$ cat src/logic/csc_pkg.sv
/*
 * Constants, types and register map of the codec serial timing control block.
 * Assumes one 100 MHz system clock that also stands for the master clock input.
 */
// How it works
// Async mode: transmit and bandpass filter clocks come from separate dividers.
// Async mode: DAC and ADC conversion strobes come from separate divider chains.
// Sync mode: the transmit filter clock also drives the bandpass filter.
// Sync mode: ADC conversion strobe is the DAC conversion strobe.
// A control bit, written over the serial link, inserts or bypasses sine compensation.
// When inserted, sine compensation follows the low-pass filter stage.
// Four serial modes: async or sync, each with byte or word framing.
// Reset puts every register, control included, at its initial value.
// Loopback routes the analog output pair back into the main input pair.
// The processor switches loopback by a control bit sent over the serial input.
// In loopback, returned ADC bits 15 to 2 follow the DAC bits 15 to 2.
// Input-select bit 1 picks the auxiliary input pair, 0 the main pair.
// ADC result bits leave on the serial output, timed by our shift clock.
// DAC and control bits arrive on the serial input, captured with our shift clock.
// Word mode: end marker pulses low right after the 16th bit.
// Byte mode: end marker low after first byte until second byte completes.
// Byte frame: sync low, byte, marker low, 4-cycle sync pulse, byte, marker high, sync high.
// Word frame: sync low, 16 bits, sync high, then a low end-marker pulse.
// Sync mode: no receive frame sync during a secondary control transfer.
// Reset loads both conversion-rate adjust registers with 1.
// Serial words go most significant bit first, one bit per shift clock period.
package csc_pkg;

	// ==========================================================
	// Timing
	localparam int CLK_PERIOD_NS   = 10;
	localparam int SHIFT_PERIOD_NS = 80;
	localparam int SHIFT_HALF_CYC  = SHIFT_PERIOD_NS / (2 * CLK_PERIOD_NS);
	localparam logic [2:0] SHIFT_HALF_LAST = 3'(SHIFT_HALF_CYC - 1);

	// ==========================================================
	// Register map
	localparam logic [7:0] ADDR_CTRL   = 8'h00;
	localparam logic [7:0] ADDR_TXDIV  = 8'h04;
	localparam logic [7:0] ADDR_RXDIV  = 8'h08;
	localparam logic [7:0] ADDR_STATUS = 8'h0c;

	// Control word bit positions and value after reset.
	localparam int CTRL_HIGHPASS = 2;
	localparam int CTRL_LOOPBACK = 3;
	localparam int CTRL_AUXSEL   = 4;
	localparam int CTRL_SYNC     = 5;
	localparam int CTRL_SINCOMP  = 7;
	localparam logic [15:0] CTRL_RESET = 16'h02e4;

	typedef struct packed {
		logic [7:0] rateAdjust;
		logic [7:0] divB;
		logic [7:0] divA;
	} csc_div_t;

	localparam csc_div_t DIV_RESET = '{rateAdjust: 8'h01, divB: 8'h24, divA: 8'h12};

	// ==========================================================
	// Framing
	localparam logic [3:0] LAST_BIT      = 4'hf;
	localparam logic [3:0] BYTE_LAST_BIT = 4'h7;
	localparam logic [2:0] GAP_LAST      = 3'h3;
	localparam logic [1:0] SECONDARY_REQ = 2'h3;

	typedef enum logic [3:0] {
		FR_IDLE = 4'b0001,
		FR_DATA = 4'b0010,
		FR_GAP  = 4'b0100,
		FR_END  = 4'b1000
	} csc_frame_t;

endpackage

$ cat src/logic/csc_serial_timing.sv
/*
 * Digital control of the codec: filter clock and conversion dividers,
 * the serial port framer for both directions, and an APB register slave.
 * Assumes the serial partner drives the data input on the rising shift clock
 * edge; that input and the word/byte strap arrive from outside and are synchronised.
 */
// Implementation choices: the APB register port and the address map.
`timescale 1ns/100ps
module csc_serial_timing (
	input  wire logic        clk,
	input  wire logic        rst,
	input  wire logic        psel,
	input  wire logic        penable,
	input  wire logic        pwrite,
	input  wire logic [7:0]  paddr,
	input  wire logic [31:0] pwdata,
	output logic      [31:0] prdata,
	output logic             pready,
	output logic             pslverr,
	input  wire logic        wordModePin,
	input  wire logic        dacSerialIn,
	input  wire logic [15:0] adcResult,
	output logic             shiftClk,
	output logic             adcSerialOut,
	output logic             transmitFrameSync,
	output logic             receiveFrameSync,
	output logic             transmitEndMarker,
	output logic             receiveEndMarker,
	output logic             txFilterClk,
	output logic             bandpassFilterClk,
	output logic             dacConvert,
	output logic             adcConvert,
	output logic             sinCompInsert,
	output logic             highpassEnable,
	output logic             loopbackRoute,
	output logic             auxInputSelect,
	output logic      [15:0] dacData,
	output logic             dacLoad
);

	// ==========================================================
	// Pin synchronisers
	logic [1:0] pinMeta;
	logic [1:0] pinSync;

	always_ff @(posedge clk) begin
		if (rst) begin
			pinMeta <= 2'h0;
			pinSync <= 2'h0;
		end else begin
			pinMeta <= {wordModePin, dacSerialIn};
			pinSync <= pinMeta;
		end
	end

	wire dxBit    = pinSync[0];
	wire wordMode = pinSync[1];

	// ==========================================================
	// Registers
	logic [15:0]       ctrl;
	csc_pkg::csc_div_t divCfg [2];
	logic [15:0]       dacWord;
	logic              secPending;
	logic              frameDone [2];
	logic [15:0]       frameWord [2];
	csc_pkg::csc_frame_t frState [2];

	wire syncMode = ctrl[csc_pkg::CTRL_SYNC];
	wire loopback = ctrl[csc_pkg::CTRL_LOOPBACK];

	// ==========================================================
	// APB slave: one wait state, registered read data.
	wire accessNow = psel & penable & ~pready;
	wire writeFire = psel & penable & pready & pwrite;
	wire hitCtrl   = (paddr == csc_pkg::ADDR_CTRL);
	wire hitTxDiv  = (paddr == csc_pkg::ADDR_TXDIV);
	wire hitRxDiv  = (paddr == csc_pkg::ADDR_RXDIV);
	wire hitStatus = (paddr == csc_pkg::ADDR_STATUS);
	wire hitAny    = hitCtrl | hitTxDiv | hitRxDiv | hitStatus;
	wire txBusy    = (frState[0] != csc_pkg::FR_IDLE);
	wire rxBusy    = (frState[1] != csc_pkg::FR_IDLE);
	wire [31:0] statusWord = {12'h000, secPending, syncMode, rxBusy, txBusy, dacWord};
	wire [31:0] readMux;

	assign readMux = hitCtrl   ? {16'h0000, ctrl} :
	                 hitTxDiv  ? {8'h00, divCfg[0]} :
	                 hitRxDiv  ? {8'h00, divCfg[1]} :
	                 hitStatus ? statusWord : 32'h0000_0000;

	always_ff @(posedge clk) begin
		if (rst) begin
			pready  <= 1'b0;
			prdata  <= 32'h0000_0000;
			pslverr <= 1'b0;
		end else begin
			pready <= accessNow;
			if (accessNow) begin
				prdata  <= readMux;
				pslverr <= ~hitAny;
			end
		end
	end

	// Transmit frame completion: data word or secondary control word.
	wire txDone = frameDone[0];

	always_ff @(posedge clk) begin
		if (rst) begin
			ctrl       <= csc_pkg::CTRL_RESET;
			divCfg[0]  <= csc_pkg::DIV_RESET;
			divCfg[1]  <= csc_pkg::DIV_RESET;
			dacWord    <= 16'h0000;
			secPending <= 1'b0;
		end else begin
			if (writeFire && hitCtrl) begin
				ctrl <= pwdata[15:0];
			end
			if (writeFire && hitTxDiv) begin
				divCfg[0] <= pwdata[23:0];
			end
			if (writeFire && hitRxDiv) begin
				divCfg[1] <= pwdata[23:0];
			end
			if (txDone) begin
				if (secPending) begin
					ctrl       <= frameWord[0];
					secPending <= 1'b0;
				end else begin
					dacWord    <= frameWord[0];
					secPending <= (frameWord[0][1:0] == csc_pkg::SECONDARY_REQ);
				end
			end
		end
	end

	always_ff @(posedge clk) begin
		if (rst) begin
			dacData <= 16'h0000;
			dacLoad <= 1'b0;
		end else begin
			dacLoad <= txDone & ~secPending;
			if (txDone && !secPending) begin
				dacData <= frameWord[0];
			end
		end
	end

	// Analog path steering; compensation sits right after the low-pass stage when set.
	assign sinCompInsert  = ctrl[csc_pkg::CTRL_SINCOMP];
	assign highpassEnable = ctrl[csc_pkg::CTRL_HIGHPASS];
	assign loopbackRoute  = ctrl[csc_pkg::CTRL_LOOPBACK];
	assign auxInputSelect = ctrl[csc_pkg::CTRL_AUXSEL];

	// ==========================================================
	// Shift clock divider
	logic [2:0] shCnt;
	logic       shRise;
	logic       shFall;

	always_ff @(posedge clk) begin
		if (rst) begin
			shCnt    <= 3'h0;
			shiftClk <= 1'b0;
			shRise   <= 1'b0;
			shFall   <= 1'b0;
		end else begin
			shRise <= (shCnt == csc_pkg::SHIFT_HALF_LAST) & ~shiftClk;
			shFall <= (shCnt == csc_pkg::SHIFT_HALF_LAST) & shiftClk;
			if (shCnt == csc_pkg::SHIFT_HALF_LAST) begin
				shCnt    <= 3'h0;
				shiftClk <= ~shiftClk;
			end else begin
				shCnt <= shCnt + 3'h1;
			end
		end
	end

	// ==========================================================
	// Filter clock and conversion dividers; index 0 transmit, 1 receive.
	logic [7:0] filtCnt [2];
	logic       filtClk [2];
	logic [7:0] convCnt [2];
	logic       convTick [2];

	for (genvar d = 0; d < 2; d++) begin : g_div
		wire filtTick = (filtCnt[d] >= divCfg[d].divA - 8'h01);
		wire filtEdge = filtTick & ~filtClk[d];
		wire convWrap = (convCnt[d] >= divCfg[d].divB - 8'h01);

		always_ff @(posedge clk) begin
			if (rst) begin
				filtCnt[d]  <= 8'h00;
				filtClk[d]  <= 1'b0;
				convCnt[d]  <= 8'h00;
				convTick[d] <= 1'b0;
			end else begin
				convTick[d] <= filtEdge & convWrap;
				if (filtTick) begin
					filtCnt[d] <= 8'h00;
					filtClk[d] <= ~filtClk[d];
				end else begin
					filtCnt[d] <= filtCnt[d] + 8'h01;
				end
				if (filtEdge) begin
					convCnt[d] <= convWrap ? 8'h00 : convCnt[d] + 8'h01;
				end
			end
		end
	end

	always_ff @(posedge clk) begin
		if (rst) begin
			txFilterClk       <= 1'b0;
			bandpassFilterClk <= 1'b0;
			dacConvert        <= 1'b0;
			adcConvert        <= 1'b0;
		end else begin
			txFilterClk       <= filtClk[0];
			bandpassFilterClk <= syncMode ? filtClk[0] : filtClk[1];
			dacConvert        <= convTick[0];
			adcConvert        <= syncMode ? convTick[0] : convTick[1];
		end
	end

	// ==========================================================
	// ADC word hold; loopback returns DAC bits 15 to 2 through the converter path.
	logic [15:0] adcHold;
	logic        startPulse [2];
	logic [15:0] loadWord [2];

	always_ff @(posedge clk) begin
		if (rst) begin
			adcHold <= 16'h0000;
		end else if (startPulse[1]) begin
			adcHold <= loopback ? {dacWord[15:2], 2'h0} : adcResult;
		end
	end

	assign startPulse[0] = convTick[0];
	assign startPulse[1] = syncMode ? (convTick[0] & ~secPending) : convTick[1];
	assign loadWord[0]   = 16'h0000;
	assign loadWord[1]   = adcHold;

	// ==========================================================
	// Framers: channel 0 captures the serial input, channel 1 drives the output.
	logic       frSync [2];
	logic       frEnd [2];
	logic       startReq [2];
	logic [3:0] bitCnt [2];
	logic [2:0] gapCnt [2];

	for (genvar c = 0; c < 2; c++) begin : g_frame
		localparam bit DRIVES_OUT = (c == 1);
		wire beginFrame = (frState[c] == csc_pkg::FR_IDLE) & startReq[c] & shRise;
		wire lastBit    = (bitCnt[c] == csc_pkg::LAST_BIT);
		wire byteBreak  = ~wordMode & (bitCnt[c] == csc_pkg::BYTE_LAST_BIT);

		always_ff @(posedge clk) begin
			if (rst) begin
				frState[c]   <= csc_pkg::FR_IDLE;
				frSync[c]    <= 1'b1;
				frEnd[c]     <= 1'b1;
				startReq[c]  <= 1'b0;
				bitCnt[c]    <= 4'h0;
				gapCnt[c]    <= 3'h0;
				frameWord[c] <= 16'h0000;
				frameDone[c] <= 1'b0;
			end else begin
				frameDone[c] <= 1'b0;
				startReq[c]  <= startPulse[c] | (startReq[c] & ~beginFrame);
				case (frState[c])
					csc_pkg::FR_IDLE: begin
						if (beginFrame) begin
							frState[c]   <= csc_pkg::FR_DATA;
							frSync[c]    <= 1'b0;
							bitCnt[c]    <= 4'h0;
							frameWord[c] <= loadWord[c];
						end
					end
					csc_pkg::FR_DATA: begin
						if (shFall && !DRIVES_OUT) begin
							frameWord[c] <= {frameWord[c][14:0], dxBit};
						end
						if (shRise) begin
							if (lastBit) begin
								frSync[c]    <= 1'b1;
								frameDone[c] <= 1'b1;
								if (wordMode) begin
									frEnd[c]   <= 1'b0;
									frState[c] <= csc_pkg::FR_END;
								end else begin
									frEnd[c]   <= 1'b1;
									frState[c] <= csc_pkg::FR_IDLE;
								end
							end else begin
								bitCnt[c] <= bitCnt[c] + 4'h1;
								if (DRIVES_OUT) begin
									frameWord[c] <= {frameWord[c][14:0], 1'b0};
								end
								if (byteBreak) begin
									frEnd[c]   <= 1'b0;
									frSync[c]  <= 1'b1;
									gapCnt[c]  <= 3'h0;
									frState[c] <= csc_pkg::FR_GAP;
								end
							end
						end
					end
					csc_pkg::FR_GAP: begin
						if (shRise) begin
							if (gapCnt[c] == csc_pkg::GAP_LAST) begin
								frSync[c]  <= 1'b0;
								frState[c] <= csc_pkg::FR_DATA;
							end else begin
								gapCnt[c] <= gapCnt[c] + 3'h1;
							end
						end
					end
					csc_pkg::FR_END: begin
						if (shRise) begin
							frEnd[c]   <= 1'b1;
							frState[c] <= csc_pkg::FR_IDLE;
						end
					end
					default: begin
						frState[c] <= csc_pkg::FR_IDLE;
					end
				endcase
			end
		end
	end

	assign transmitFrameSync = frSync[0];
	assign receiveFrameSync  = frSync[1];
	assign transmitEndMarker = frEnd[0];
	assign receiveEndMarker  = frEnd[1];
	assign adcSerialOut      = frameWord[1][15];

endmodule

$ cat config.mk
export PLATFORM = sky130hd
export DESIGN_NAME = csc_serial_timing
export DESIGN_NICKNAME = d
export VERILOG_FILES = /design/src/logic/csc_pkg.sv /design/src/logic/csc_serial_timing.sv
export SDC_FILE = /design/constraint.sdc
export NUM_CORES = 1
export LEC_CHECK = 0
export ABC_CLOCK_PERIOD_IN_PS = 4130
export BUFFER_PORTS_ARGS = -buffer_cell sky130_fd_sc_hd__buf_2
export CAP_MARGIN = 20
export CELL_PAD_IN_SITES_DETAIL_PLACEMENT = 1
export CELL_PAD_IN_SITES_GLOBAL_PLACEMENT = 1
export CORE_ASPECT_RATIO = 1.75
export CORE_UTILIZATION = 42
export CTS_CLUSTER_SIZE = 40
export DETAILED_ROUTE_END_ITERATION = 6
export PLACE_DENSITY = 0.81
export SYNTH_ARGS = -nofsm -noshare
export SYNTH_HDL_FRONTEND = slang
export SYNTH_SLANG_ARGS = --single-unit
$ cat constraint.sdc
create_clock -name clk -period 4.13 [get_ports clk]
set_clock_uncertainty 0.15 [all_clocks]
set_input_delay 0.2065 -clock clk [delete_from_list [all_inputs] [get_ports clk]]
set_output_delay 0.2065 -clock clk [all_outputs]
set_load 0.005 [all_outputs]
# Word-level counts from Yosys, hierarchy flattened
# Memory sizes are Yosys's and may differ from the RTL's.
# Index checks and enable logic that the tools add are counted.
# op_classes
addsub,13
mul,0
div,0
magnitude_cmp,4
eq_ne,21
shift,0
n_mux,200
n_bitwise,94
n_reduce_logical,10
# op_table
op,count
1-bit 2-to-1 mux,156
16-bit 2-to-1 mux,8
24-bit 2-to-1 mux,5
4-bit 2-to-1 mux,18
1-bit bitwise OR,65
8-bit 2-to-1 mux,8
8-bit by 1-bit adder with 8-bit output (second input constant),4
8-bit greater-or-equal comparator,4
8-bit by 1-bit subtractor with 8-bit output (second input constant),4
1-bit AND,20
20-bit 2-to-1 mux,1
4-bit by 3-bit == test with 1-bit output (second input constant),4
4-bit == test (second input constant),4
8-bit by 4-bit == test with 1-bit output (second input constant),2
3-bit 2-to-1 mux,4
3-bit by 1-bit adder with 3-bit output (second input constant),3
3-bit by 2-bit == test with 1-bit output (second input constant),3
1-bit NOT,9
4-bit by 1-bit adder with 4-bit output (second input constant),2
4-bit by 1-bit == test with 1-bit output (second input constant),2
4-bit by 2-bit == test with 1-bit output (second input constant),2
8-bit by 3-bit == test with 1-bit output (second input constant),1
8-bit zero test,1
4-bit by 1-bit != test with 1-bit output (second input constant),2
6 further kinds,10
# totals
register_bits,114
latchBits,0
ram_bits,146
rom_bits,0
input_bits,63
wordCells,374
mem_count,13
# memory_table
name,depth,word_bits,read_ports,rd_clocked_by_memory_dff,write_ports,line_no,source
divCfg,2,24,2,0,2,csc_serial_timing.sv:62,csc_pkg::csc_div_t divCfg [2];
frameWord,2,16,2,0,2,csc_serial_timing.sv:66,logic [15:0] frameWord [2];
convCnt,2,8,2,0,2,csc_serial_timing.sv:183,logic [7:0] convCnt [2];
filtCnt,2,8,2,0,2,csc_serial_timing.sv:181,logic [7:0] filtCnt [2];
bitCnt,2,4,2,0,2,csc_serial_timing.sv:250,logic [3:0] bitCnt [2];
frState,2,4,2,0,2,csc_serial_timing.sv:67,csc_pkg::csc_frame_t frState [2];
7 more memories,-,-,-,-,-,-,

# Depth between registers and ports, before layout
# Gate-level depths: netlist of run 1.
# An unclocked memory read counts as a cell.
# depth
depth_word,15
ltp_mapped,11
depth_no_buf,10

# Worst setup path before layout of run 1
# No wires, ideal clock.
# synth_path
path_type,in2reg
startpoint,input port paddr[5]
endpoint,memory divCfg[0][0] (netlist bit) (enable)
t_arrival_ns,2.893
required_ns,3.542
path_slack_ns,0.649
cell_stages,5
path_buffers,2
cell_sequence,nor4_1 -> buf_2 -> nand3_1 -> clkbuf_1 -> o21ai_0
# synth_lines
item,line_no,source
start: declaration,csc_serial_timing.sv:15,"input wire logic [7:0] paddr,"
end: declaration,csc_serial_timing.sv:62,

==> flow_summary.yaml, run 1 <==
synth:
  synth.lib_cells_used.distinct: 61
  combined_area_of_all_synthesized_cells_um2: 11300
  synth-seq-area-share: 0.538
  yosys_warnings: 0
  yosys_most_used_dff: "edfxtp_1"
  synth-edff-count: 138
  postSynthRegisterBits: 235
  mapped_cells: 1098
  postSynth.asyncResetShare: 0
  avg_synthesized_cell_area_um2: 10.3
global_route:
  grt_pass1_vias: 9705
  grt_util_all_layers: 0.250
  grt_max_degree: 81
  grt_first_pass_wirelength_mm: 53.1
  initial_antenna_violation_count: 0
  globalRouteOverflowTotal: 0
timing:
  hold_slack_ps: 77.5
  finalCritPeriodShare: 0.773
  hold_viol: 0
  worst_pin_slew_ps: 1170
  grt_setup_unrepaired: "no"
  fmax_ghz: 0.313
  finalCriticalPeriod_ps: 3190
  final_max_slew_viol_count: 0
  slew_headroom: 0.221
  totalNegativeSetupSlack_ps: 0
  finalSetupViolations: 0
finish:
  final_nets: 1364
  antennaDiodeCount: 0
  layout_common_cells: "edfxtp_1, buf_2, nand2_1"
  fraction_of_final_layout_cells_with_drive_strength_greater_than_1: 0.146
  commonest_non_fill_non_tap_cell_in_the_layout: "edfxtp_1"
  layout.filler_cells: 2978
  relative_area_change_from_synthesis_to_final_layout_pct: 18.7
clock_network:
  clock_insertion_delay_worst_skew_ps: 530
  clock_tree_from_tritoncts: "done"
  tritoncts.num_buffers: 23
  cts.reportedPaths.clkPinSlew_ps: 60
  clock_tree.buffer_depth: 3
  clock-root-buffer: "clkbuf_16"
  tritoncts_num_sinks: 235
  cts_max_level: 1
floorplan:
  chipWidth_um: 126
  chipHeight_um: 219
  fp.dieArea_um2: 27600
  core_region_um2: 26500
  start_util: 0.427
  num_io_pins: 128
  std_cell_rows: 79
placement:
  finalWeightedCongestion: 0.861
  buffer_ports.inserted: 111
  hpwl_mm: 24.1
setup_path:
  regToRegSetupSlack_ps: 940
  required_ps: 4140
  crit_path_start: "frState[1][0]$_SDFFCE_PP1P_"
  rr_endpoint: "frameWord[1][15]$_SDFFCE_PN0P_"
  timing.critical_path.fanout_max: 20
  max_stage_delay_ps: 780
  crit_path_top_delay_cell: "a31oi_2"
  cp-start-kind: "flip-flop"
  worst_r2r_startpoint: "frState[1][0]$_SDFFCE_PP1P_"
  crit_chain: "nor4b_1 > nand2_1 > a31oi_2 > or3_1"
  path_class: "reg2reg"
  cp_data_arrival_time_ps: 3200
  ff2ff_path_depth: 4
  critical_path.endpoint_type: "flip-flop"
power:
  p_leak_nw: 5.08
  power_density_nw_per_um2: 383
  peak_supply_drop_mv: 0.273
route:
  routed-via-count: 9161
  routed_wl_per_cell_um: 21.4
  antenna_violating_nets_post_route: 0
  drt_pre_antenna_iters: 4
  drt_first_iter_violations: 550
  post-route-drc-count: 0
  routed_wirelength_mm: 34.2
  vias_per_cell: 5.75
flow_run:
  maxCapViolations: 0
worst_hold_path:
  hold_class: "in2reg"
  min_to: "prdata[5]$_SDFFE_PP0P_"
  timing.hold.worst.start: "paddr[1]"
  worst_hold_path.num_cells: 4
run_status:
  status: "complete, no violations"
## cell usage after synthesis, drive strengths merged (18+ instances only)
cell type | number | share of area
nand2 | 106 | 0.035
nor3 | 25 | 0.011
xnor2 | 30 | 0.023
buf | 18 | 0.010
nand3 | 27 | 0.012
and2 | 44 | 0.024
nor4 | 25 | 0.014
ha | 48 | 0.053
a21oi | 67 | 0.030
xor2 | 22 | 0.017
nand4 | 20 | 0.011
a22o | 19 | 0.015
edfxtp | 138 | 0.37
o21ai | 63 | 0.028
inv | 38 | 0.013
dfxtp | 97 | 0.17
a21o | 18 | 0.012
mux2i | 18 | 0.016
nor2 | 79 | 0.026
clkbuf | 51 | 0.017
## area by class of cell
| type | instances | area, um2 | share of cell area |
|---|---|---|---|
| Timing Repair Buffer | 177 | 1190 | 0.0885 |
| Inverter | 38 | 143 | 0.0106 |
| Clock buffer | 28 | 594 | 0.0443 |
| Tap cell | 324 | 405 | 0.0302 |
| Multi-Input combinational cell | 778 | 4880 | 0.364 |
| Clock inverter | 14 | 119 | 0.00886 |
| Sequential cell | 235 | 6090 | 0.454 |
## what timing repair did
action                     in CTS  in global routing
hold endpoints to repair       83                  0
hold buffers                   44                  0
setup endpoints to repair       0                  0
setup buffers                   0                  0
gates resized for setup         0                  0
## state kept, by name, indices dropped and copies added (netlist names), 3 cells and up
register   count
bitCnt         8
shCnt          3
frameWord     32
prdata        24
filtCnt       16
frState        8
dacWord       16
convCnt       16
gapCnt         6
ctrl          16
adcHold       16
divCfg        48
## stage by stage
| step | instances | instance area [um2] | setup slack (ps) | utilization | power, mW |
|---|---|---|---|---|---|
| 3_5_place_dp | 1506 | 12200 | 969 | 0.462 | 3.10 |
| 6_report | 1594 | 13400 | 936 | 0.507 | 5.13 |
| 2_1_floorplan | 1120 | 11400 | 649 | - | 2.93 |
| 5_1_grt | 1594 | 13400 | 637 | 0.507 | 5.30 |
| 3_3_place_gp | 1505 | 12200 | 1060 | 0.461 | 3.07 |
| 4_1_cts | 1592 | 13400 | 951 | 0.505 | 5.15 |
## worst max path at each step
stage	cells after the start	slack, ps	to
CTS	4	950	frameWord[1][11]$_SDFFCE_PN0P_
floorplan	5	650	divCfg[0][0]$_DFFE_PP_
detailed placement	4	970	frameWord[1][11]$_SDFFCE_PN0P_
global placement	4	1060	frameWord[1][11]$_SDFFCE_PN0P_
global route	4	640	frameWord[1][13]$_SDFFCE_PN0P_
finish	4	940	frameWord[1][15]$_SDFFCE_PN0P_
## cell families (layout without fill, tap and decap cells)
kind of cell	count (synthesis)	count (layout)	share of synthesized area
AO/OA/AOI/OAI	226	226	0.124
XOR/XNOR	52	52	0.0403
adder cells (fa/ha/maj)	48	48	0.0531
buffers and inverters	107	257	0.0395
flip-flops	235	235	0.538
multiplexers	18	18	0.0159
other	2	24	0.000664
AND/OR/NAND/NOR	410	410	0.188
## routing by layer
metal  global-route usage  wire [um]
met4                0.163       2170
met1                0.271      12900
met2                0.458      17800
met5                    0          0
met3               0.0290       1350
## critical path: cells and delay by family (launching register included)
| family | cells | cell delay [ps] |
|---|---|---|
| and+or+nand+nor | 3 | 1400 |
| AOI/OAI and AO/OA | 1 | 780 |
| DFF | 1 | 490 |
## power by group
part           leakage, nW  switching, mW  internal (mW)
registers             2.18         0.0867           2.56
clock network        0.348          0.938           1.10
logic                 2.55          0.256          0.185
(Power assumes the default switching activity.)
==> run 2, diff against run 1 <==
--- a/config.mk
+++ b/config.mk
@@ -5,7 +5,7 @@
 export SDC_FILE = /design/constraint.sdc
 export NUM_CORES = 1
 export LEC_CHECK = 0
-export ABC_CLOCK_PERIOD_IN_PS = 4130
+export ABC_CLOCK_PERIOD_IN_PS = 3050
 export BUFFER_PORTS_ARGS = -buffer_cell sky130_fd_sc_hd__buf_2
 export CAP_MARGIN = 20
 export CELL_PAD_IN_SITES_DETAIL_PLACEMENT = 1
==> constraint.sdc (replaced) <==
create_clock -name clk -period 3.05 [get_ports clk]
set_clock_uncertainty 0.15 [all_clocks]
set_input_delay 0.1525 -clock clk [delete_from_list [all_inputs] [get_ports clk]]
set_output_delay 0.1525 -clock clk [all_outputs]
set_load 0.005 [all_outputs]
==> run 2 against run 1 <==
Sequential power up 35%. Via count grew 0.70%. Count of clock-buffer cells in the layout increased by 8. Final cell count rose by 0.88%. Non-clock buffer count grew 15. Largest power group unchanged.
==> flow_summary.yaml, run 2 (synthesis results as in run 1) <==
timing:
  fmax_ghz: 0.345
  finalCritPeriodShare: 0.951
  hold_slack_ps: 6.93
  slew_headroom: 0.462
  worst_pin_slew_ps: 806
  finalCriticalPeriod_ps: 2900
  hold_viol: 0
  final_max_slew_viol_count: 0
  finalSetupViolations: 0
route:
  vias_per_cell: 5.74
  post-route-drc-count: 0
  routed_wl_per_cell_um: 21.9
  drt_first_iter_violations: 633
  routed_wirelength_mm: 35.1
  antenna_violating_nets_post_route: 0
  routed-via-count: 9225
  drt_pre_antenna_iters: 5
power:
  combinationalPowerShare: 0.087
  p_leak_nw: 5.15
  power.sequential.fraction: 0.508
  p_sw_frac: 0.241
  switchingPower_mw: 1.70
  power_density_nw_per_um2: 522
  power.internal_mw: 5.37
  p_clk_frac: 0.406
  peak_supply_drop_mv: 0.427
finish:
  layout_common_cells: "edfxtp_1, buf_2, nand2_1"
  commonest_non_fill_non_tap_cell_in_the_layout: "edfxtp_1"
  final_nets: 1379
  final_core_util: 0.512
  largest-register: "divCfg"
  sequential_cell_area_um2: 6090
  largest_register_ff_count: 48
  fraction_of_final_layout_cells_with_drive_strength_greater_than_1: 0.152
  multi_input_area_um2: 4900
  layout.filler_cells: 2966
  area_of_all_placed_cells_without_fillers_um2: 13600
  largestRegisters: "divCfg x48, frameWord x32, prdata x24"
  antennaDiodeCount: 0
  relative_area_change_from_synthesis_to_final_layout_pct: 19.8
setup_path:
  critical_path.endpoint_type: "flip-flop"
  cp_data_arrival_time_ps: 2990
  rr_endpoint: "convCnt[0][6]$_SDFFCE_PP0P_"
  required_ps: 3140
  path_common_cell: "ha_1"
  crit_chain: "inv_1 > ha_1 > nand2_1 > nor3_1 > xnor2_1 > ha_1 > and2_1 > o2111ai_1 > o211a_2 > o21ai_1 > buf_4"
  regToRegSetupSlack_ps: 150
  max_stage_delay_ps: 410
  cp-start-kind: "flip-flop"
  worst_r2r_startpoint: "divCfg[0][0]$_DFFE_PP_"
  crit_path_top_delay_cell: "edfxtp_1"
  path_class: "reg2reg"
  ff2ff_path_depth: 11
  timing.critical_path.fanout_max: 12
placement:
  finalWeightedCongestion: 0.879
  hpwl_mm: 25.1
  placement.cell_area_um2: 12300
  buffer_ports.inserted: 111
clock_network:
  cts_max_level: 1
  cts_setup_buffers: 0
  clock_tree_from_tritoncts: "done"
  clock_tree.buffer_depth: 3
  tritoncts_num_sinks: 235
  cts.reportedPaths.clkPinSlew_ps: 60
  clock_insertion_delay_worst_skew_ps: 520
  tritoncts.num_buffers: 23
  clock-root-buffer: "clkbuf_16"
floorplan:
  num_io_pins: 128
  fp.dieArea_um2: 27600
  chipHeight_um: 219
  std_cell_rows: 79
  start_util: 0.427
  chipWidth_um: 126
  core_region_um2: 26500
global_route:
  grt_pass1_vias: 9781
  initial_antenna_violation_count: 0
  grt_util_all_layers: 0.260
  globalRouteOverflowTotal: 0
  grt_max_degree: 62
  grt_first_pass_wirelength_mm: 55.0
worst_hold_path:
  worst_hold_path.num_cells: 5
  hold_class: "in2reg"
  timing.hold.worst.start: "paddr[2]"
  min_to: "prdata[16]$_SDFFE_PP0P_"
flow_run:
  maxCapViolations: 0
run_status:
  status: "complete, no violations"
-- run 2: changes by cell type in the layout (fill, tap and decap cells not counted), moves of 2 or more --
cell,before,now
clkbuf_8,0,3
clkinv_2,6,2
nor3_1,24,22
dlygate4sd3_1,44,47
nor3_2,1,3
buf_4,21,34
o21ai_0,61,58
clkinvlp_4,2,0
o21ai_1,0,3
clkinv_4,4,1
clkbuf_1,5,10
-- run 2: area by class of cell --
type / count / area share
clock inverter: 5 / 0.00582
tap: 324 / 0.0299
sequential: 235 / 0.449
timing repair buffer: 192 / 0.0945
clock buffer: 36 / 0.0483
multi-input combinational: 778 / 0.362
inverter: 38 / 0.0105
-- run 2: worst max-delay path by stage --
stage / from / to / slack [ps] / cells past startpoint
5_1_grt: divCfg[0][25]$_DFFE_PP_ / convCnt[1][2]$_SDFFCE_PP0P_ / -0.6 / 11
2_1_floorplan: divCfg[0][26]$_DFFE_PP_ / convCnt[1][0]$_SDFFCE_PP0P_ / 50 / 10
3_3_place_gp: divCfg[0][25]$_DFFE_PP_ / convCnt[1][7]$_SDFFCE_PP0P_ / 170 / 11
3_5_place_dp: divCfg[0][25]$_DFFE_PP_ / convCnt[1][7]$_SDFFCE_PP0P_ / 20 / 11
4_1_cts: divCfg[0][32]$_DFFE_PP_ / convCnt[1][5]$_SDFFCE_PP0P_ / 10 / 9
6_report: divCfg[0][0]$_DFFE_PP_ / convCnt[0][6]$_SDFFCE_PP0P_ / 150 / 11
-- run 2: per-layer routing --
| layer | global-route usage | vias up | routed length, um |
|---|---|---|---|
| li1 | - | 4270 | - |
| met1 | 0.285 | 4571 | 12800 |
| met2 | 0.481 | 295 | 18700 |
| met3 | 0.0293 | 89 | 1600 |
| met4 | 0.154 | 0 | 2090 |
| met5 | 0 | - | 0 |
-- run 2: power by group through the flow --
stage	logic, mW	clock network, mW	registers [mW]
global placement	0.517	0	3.65
CTS	0.600	2.90	3.59
detailed placement	0.547	0	3.66
global route	0.675	3.02	3.61
floorplan	0.361	0	3.61
finish	0.612	2.87	3.59
-- run 2: timing repair --
action | 4_1_cts | 5_1_grt
hold buffers | 47 | 0
resized for setup | 1 | 6
endpoints found under the hold margin | 87 | 0
endpoints found under the setup margin | 3 | 24
cloned | 0 | 0
-- run 2: worst max-delay path, delay by kind of cell, from the launching register on --
kind,cells,cell delay (ps)
fa+ha+maj,2,470
buf+inv,2,290
xor+xnor,1,120
flops,1,410
simple gates,3,440
compound gates,3,740
-- run 2: per-stage QoR --
step | total power, mW | setup WS, ps | cells | setup TNS (ps)
2_1_floorplan | 3.97 | 53.6 | 1120 | 0
3_3_place_gp | 4.17 | 169 | 1519 | 0
3_5_place_dp | 4.21 | 20.0 | 1519 | 0
4_1_cts | 7.09 | 14.7 | 1607 | 0
5_1_grt | 7.30 | -0.578 | 1608 | -1.44
6_report | 7.08 | 150 | 1608 | 0
==> run 3, diff against run 2 <==
--- a/config.mk
+++ b/config.mk
@@ -14,6 +14,7 @@
 export CORE_UTILIZATION = 42
 export CTS_CLUSTER_SIZE = 40
 export DETAILED_ROUTE_END_ITERATION = 6
+export GPL_TIMING_DRIVEN = 0
 export PLACE_DENSITY = 0.81
 export SYNTH_ARGS = -nofsm -noshare
 export SYNTH_HDL_FRONTEND = slang
==> run 3 against run 2 <==
Largest power group unchanged. Maximum frequency fell by 2.5%. Flip-flop and latch count did not move. Via count rose by 3.9%. Count of clock-buffer cells in the layout fell by 2. Cell area rose by 2.7%. Sequential power barely moved.
==> flow_summary.yaml, run 3 (synthesis results as in run 1) <==
run_status:
  status: "complete, no violations"
floorplan:
  chipHeight_um: 219
  chipWidth_um: 126
  core_region_um2: 26500
  num_io_pins: 128
  fp.dieArea_um2: 27600
  start_util: 0.427
  std_cell_rows: 79
setup_path:
  max_stage_delay_ps: 450
  timing.critical_path.fanout_max: 10
  cp-start-kind: "flip-flop"
  required_ps: 3170
  number_of_buffer_and_inverter_stages_on_the_critical_path: 2
  crit_chain: "nor2_2 > nand3_2 > nor4_4 > xnor2_1 > ha_1 > and2_4 > o2111ai_4 > o211a_4 > clkbuf_8 > o21ai_4 > buf_12"
  path_class: "reg2reg"
  critical_path.top_delay_family: "simple AND/OR/NAND/NOR gates"
  crit_path_top_delay_cell: "edfxtp_1"
  cp_data_arrival_time_ps: 3100
  critical_path.endpoint_type: "flip-flop"
timing:
  slew_headroom: 0.230
  worst_pin_slew_ps: 1160
  fmax_ghz: 0.336
  final_max_slew_viol_count: 0
  finalCritPeriodShare: 0.975
  hold_viol: 0
  finalCriticalPeriod_ps: 2970
  totalNegativeSetupSlack_ps: 0
  finalSetupViolations: 0
global_route:
  globalRouteOverflowTotal: 0
  initial_antenna_violation_count: 0
  grt_pass1_vias: 10200
  grt_max_degree: 25
  grt_first_pass_wirelength_mm: 58.8
  grt_util_all_layers: 0.282
placement:
  placed_cells: 1554
  hpwl_mm: 28.0
  finalWeightedCongestion: 0.910
  buffer_ports.inserted: 109
route:
  antenna_violating_nets_post_route: 0
  routed_wl_per_cell_um: 23.5
  routed_wirelength_mm: 38.9
  post-route-drc-count: 0
  drt_first_iter_violations: 599
  vias_per_cell: 5.80
  routed-via-count: 9585
  drt_pre_antenna_iters: 5
finish:
  largest-register: "divCfg"
  relative_area_change_from_synthesis_to_final_layout_pct: 23.1
  largestRegisters: "divCfg x48, frameWord x32, prdata x24"
  layoutNonFillerInstCount: 1653
  commonest_non_fill_non_tap_cell_in_the_layout: "edfxtp_1"
  largest_register_ff_count: 48
  final_nets: 1423
  layout_common_cells: "edfxtp_1, buf_2, nand2_1"
  final_core_util: 0.525
  multi_input_area_um2: 5000
  sequential_cell_area_um2: 6090
  layout.filler_cells: 2943
  antennaDiodeCount: 0
  fraction_of_final_layout_cells_with_drive_strength_greater_than_1: 0.153
clock_network:
  tritoncts.num_buffers: 23
  cts_max_level: 1
  cts.reportedPaths.clkPinSlew_ps: 70
  clock-root-buffer: "clkbuf_16"
  clock_insertion_delay_worst_skew_ps: 550
  clock_tree.buffer_depth: 3
  clock_tree_from_tritoncts: "done"
  tritoncts_num_sinks: 235
worst_hold_path:
  hold_class: "in2reg"
power:
  peak_supply_drop_mv: 0.369
  p_leak_nw: 5.27
  power_density_nw_per_um2: 532
flow_run:
  maxCapViolations: 0
-- run 3: changes by cell type in the layout (fill, tap and decap cells not counted), sizes merged --
cell / change
clkbuf: +47
clkinv: +2
buf: -3
inv: +1
dlygate4sd3: -2
-- run 3: final cells by class --
type                            instances  share of cell area
Clock inverter                          8             0.00755
Buffer                                 69              0.0228
Inverter                               38              0.0102
Clock buffer                           34              0.0518
Tap cell                              324              0.0291
Multi-Input combinational cell        778               0.359
Sequential cell                       235               0.437
Timing Repair Buffer                  167              0.0818
-- run 3: worst paths after layout --
| kind | to | slack (ps) | from | cells past startpoint |
|---|---|---|---|---|
| max reg2reg | convCnt[0][7]$_SDFFCE_PP0P_ | 80 | divCfg[0][2]$_DFFE_PP_ | 11 |
| max | convCnt[0][7]$_SDFFCE_PP0P_ | 80 | divCfg[0][2]$_DFFE_PP_ | 11 |
| min | prdata[0]$_SDFFE_PP0P_ | 60 | paddr[1] | 5 |
| min reg2reg | shCnt[0]$_SDFF_PP0_ | 300 | shCnt[0]$_SDFF_PP0_ | 1 |
-- run 3: timing repair --
item	CTS	global route
hold buffers	45	0
endpoints found under the hold margin	85	0
setup buffers	3	9
pin swaps	3	5
endpoints found under the setup margin	79	63
resized for setup	17	16
-- run 3: power by group --
group          switching [mW]  total [mW]  internal (mW)
Combinational           0.403       0.684          0.281
Clock                    1.31        3.14           1.82
Sequential              0.115        3.59           3.47
Total                    1.83        7.41           5.58
-- run 3: metrics by stage --
stage / hold WS, ps / cell area, um2 / setup slack (ps) / total power [mW]
after floorplan: 131 / 11400 / 53.6 / 3.97
after global placement: 226 / 12300 / -1010 / 4.18
after detailed placement: 234 / 12400 / -729 / 4.22
after CTS: 30.1 / 13800 / 26.6 / 7.39
after global routing: 60.6 / 13900 / -37.8 / 7.63
final: 61.0 / 13900 / 75.1 / 7.41
-- run 3: worst reg2reg max path, stage by stage, from the launching register on --
cell and delay (ps):
edfxtp_1 450, nor2_2 170, nand3_2 120, nor4_4 310
xnor2_1 120, ha_1 310, and2_4 160, o2111ai_4 140
o211a_4 260, clkbuf_8 180, o21ai_4 190, buf_12 150
-- run 3: routing by layer --
layer,track usage,routed length (um),vias to the layer above,share of wire
li1,-,-,4376,-
met1,0.302,14100,4721,0.36
met2,0.516,20200,361,0.52
met3,0.0319,1840,127,0.047
met4,0.196,2860,0,0.073
met5,0,0,-,0
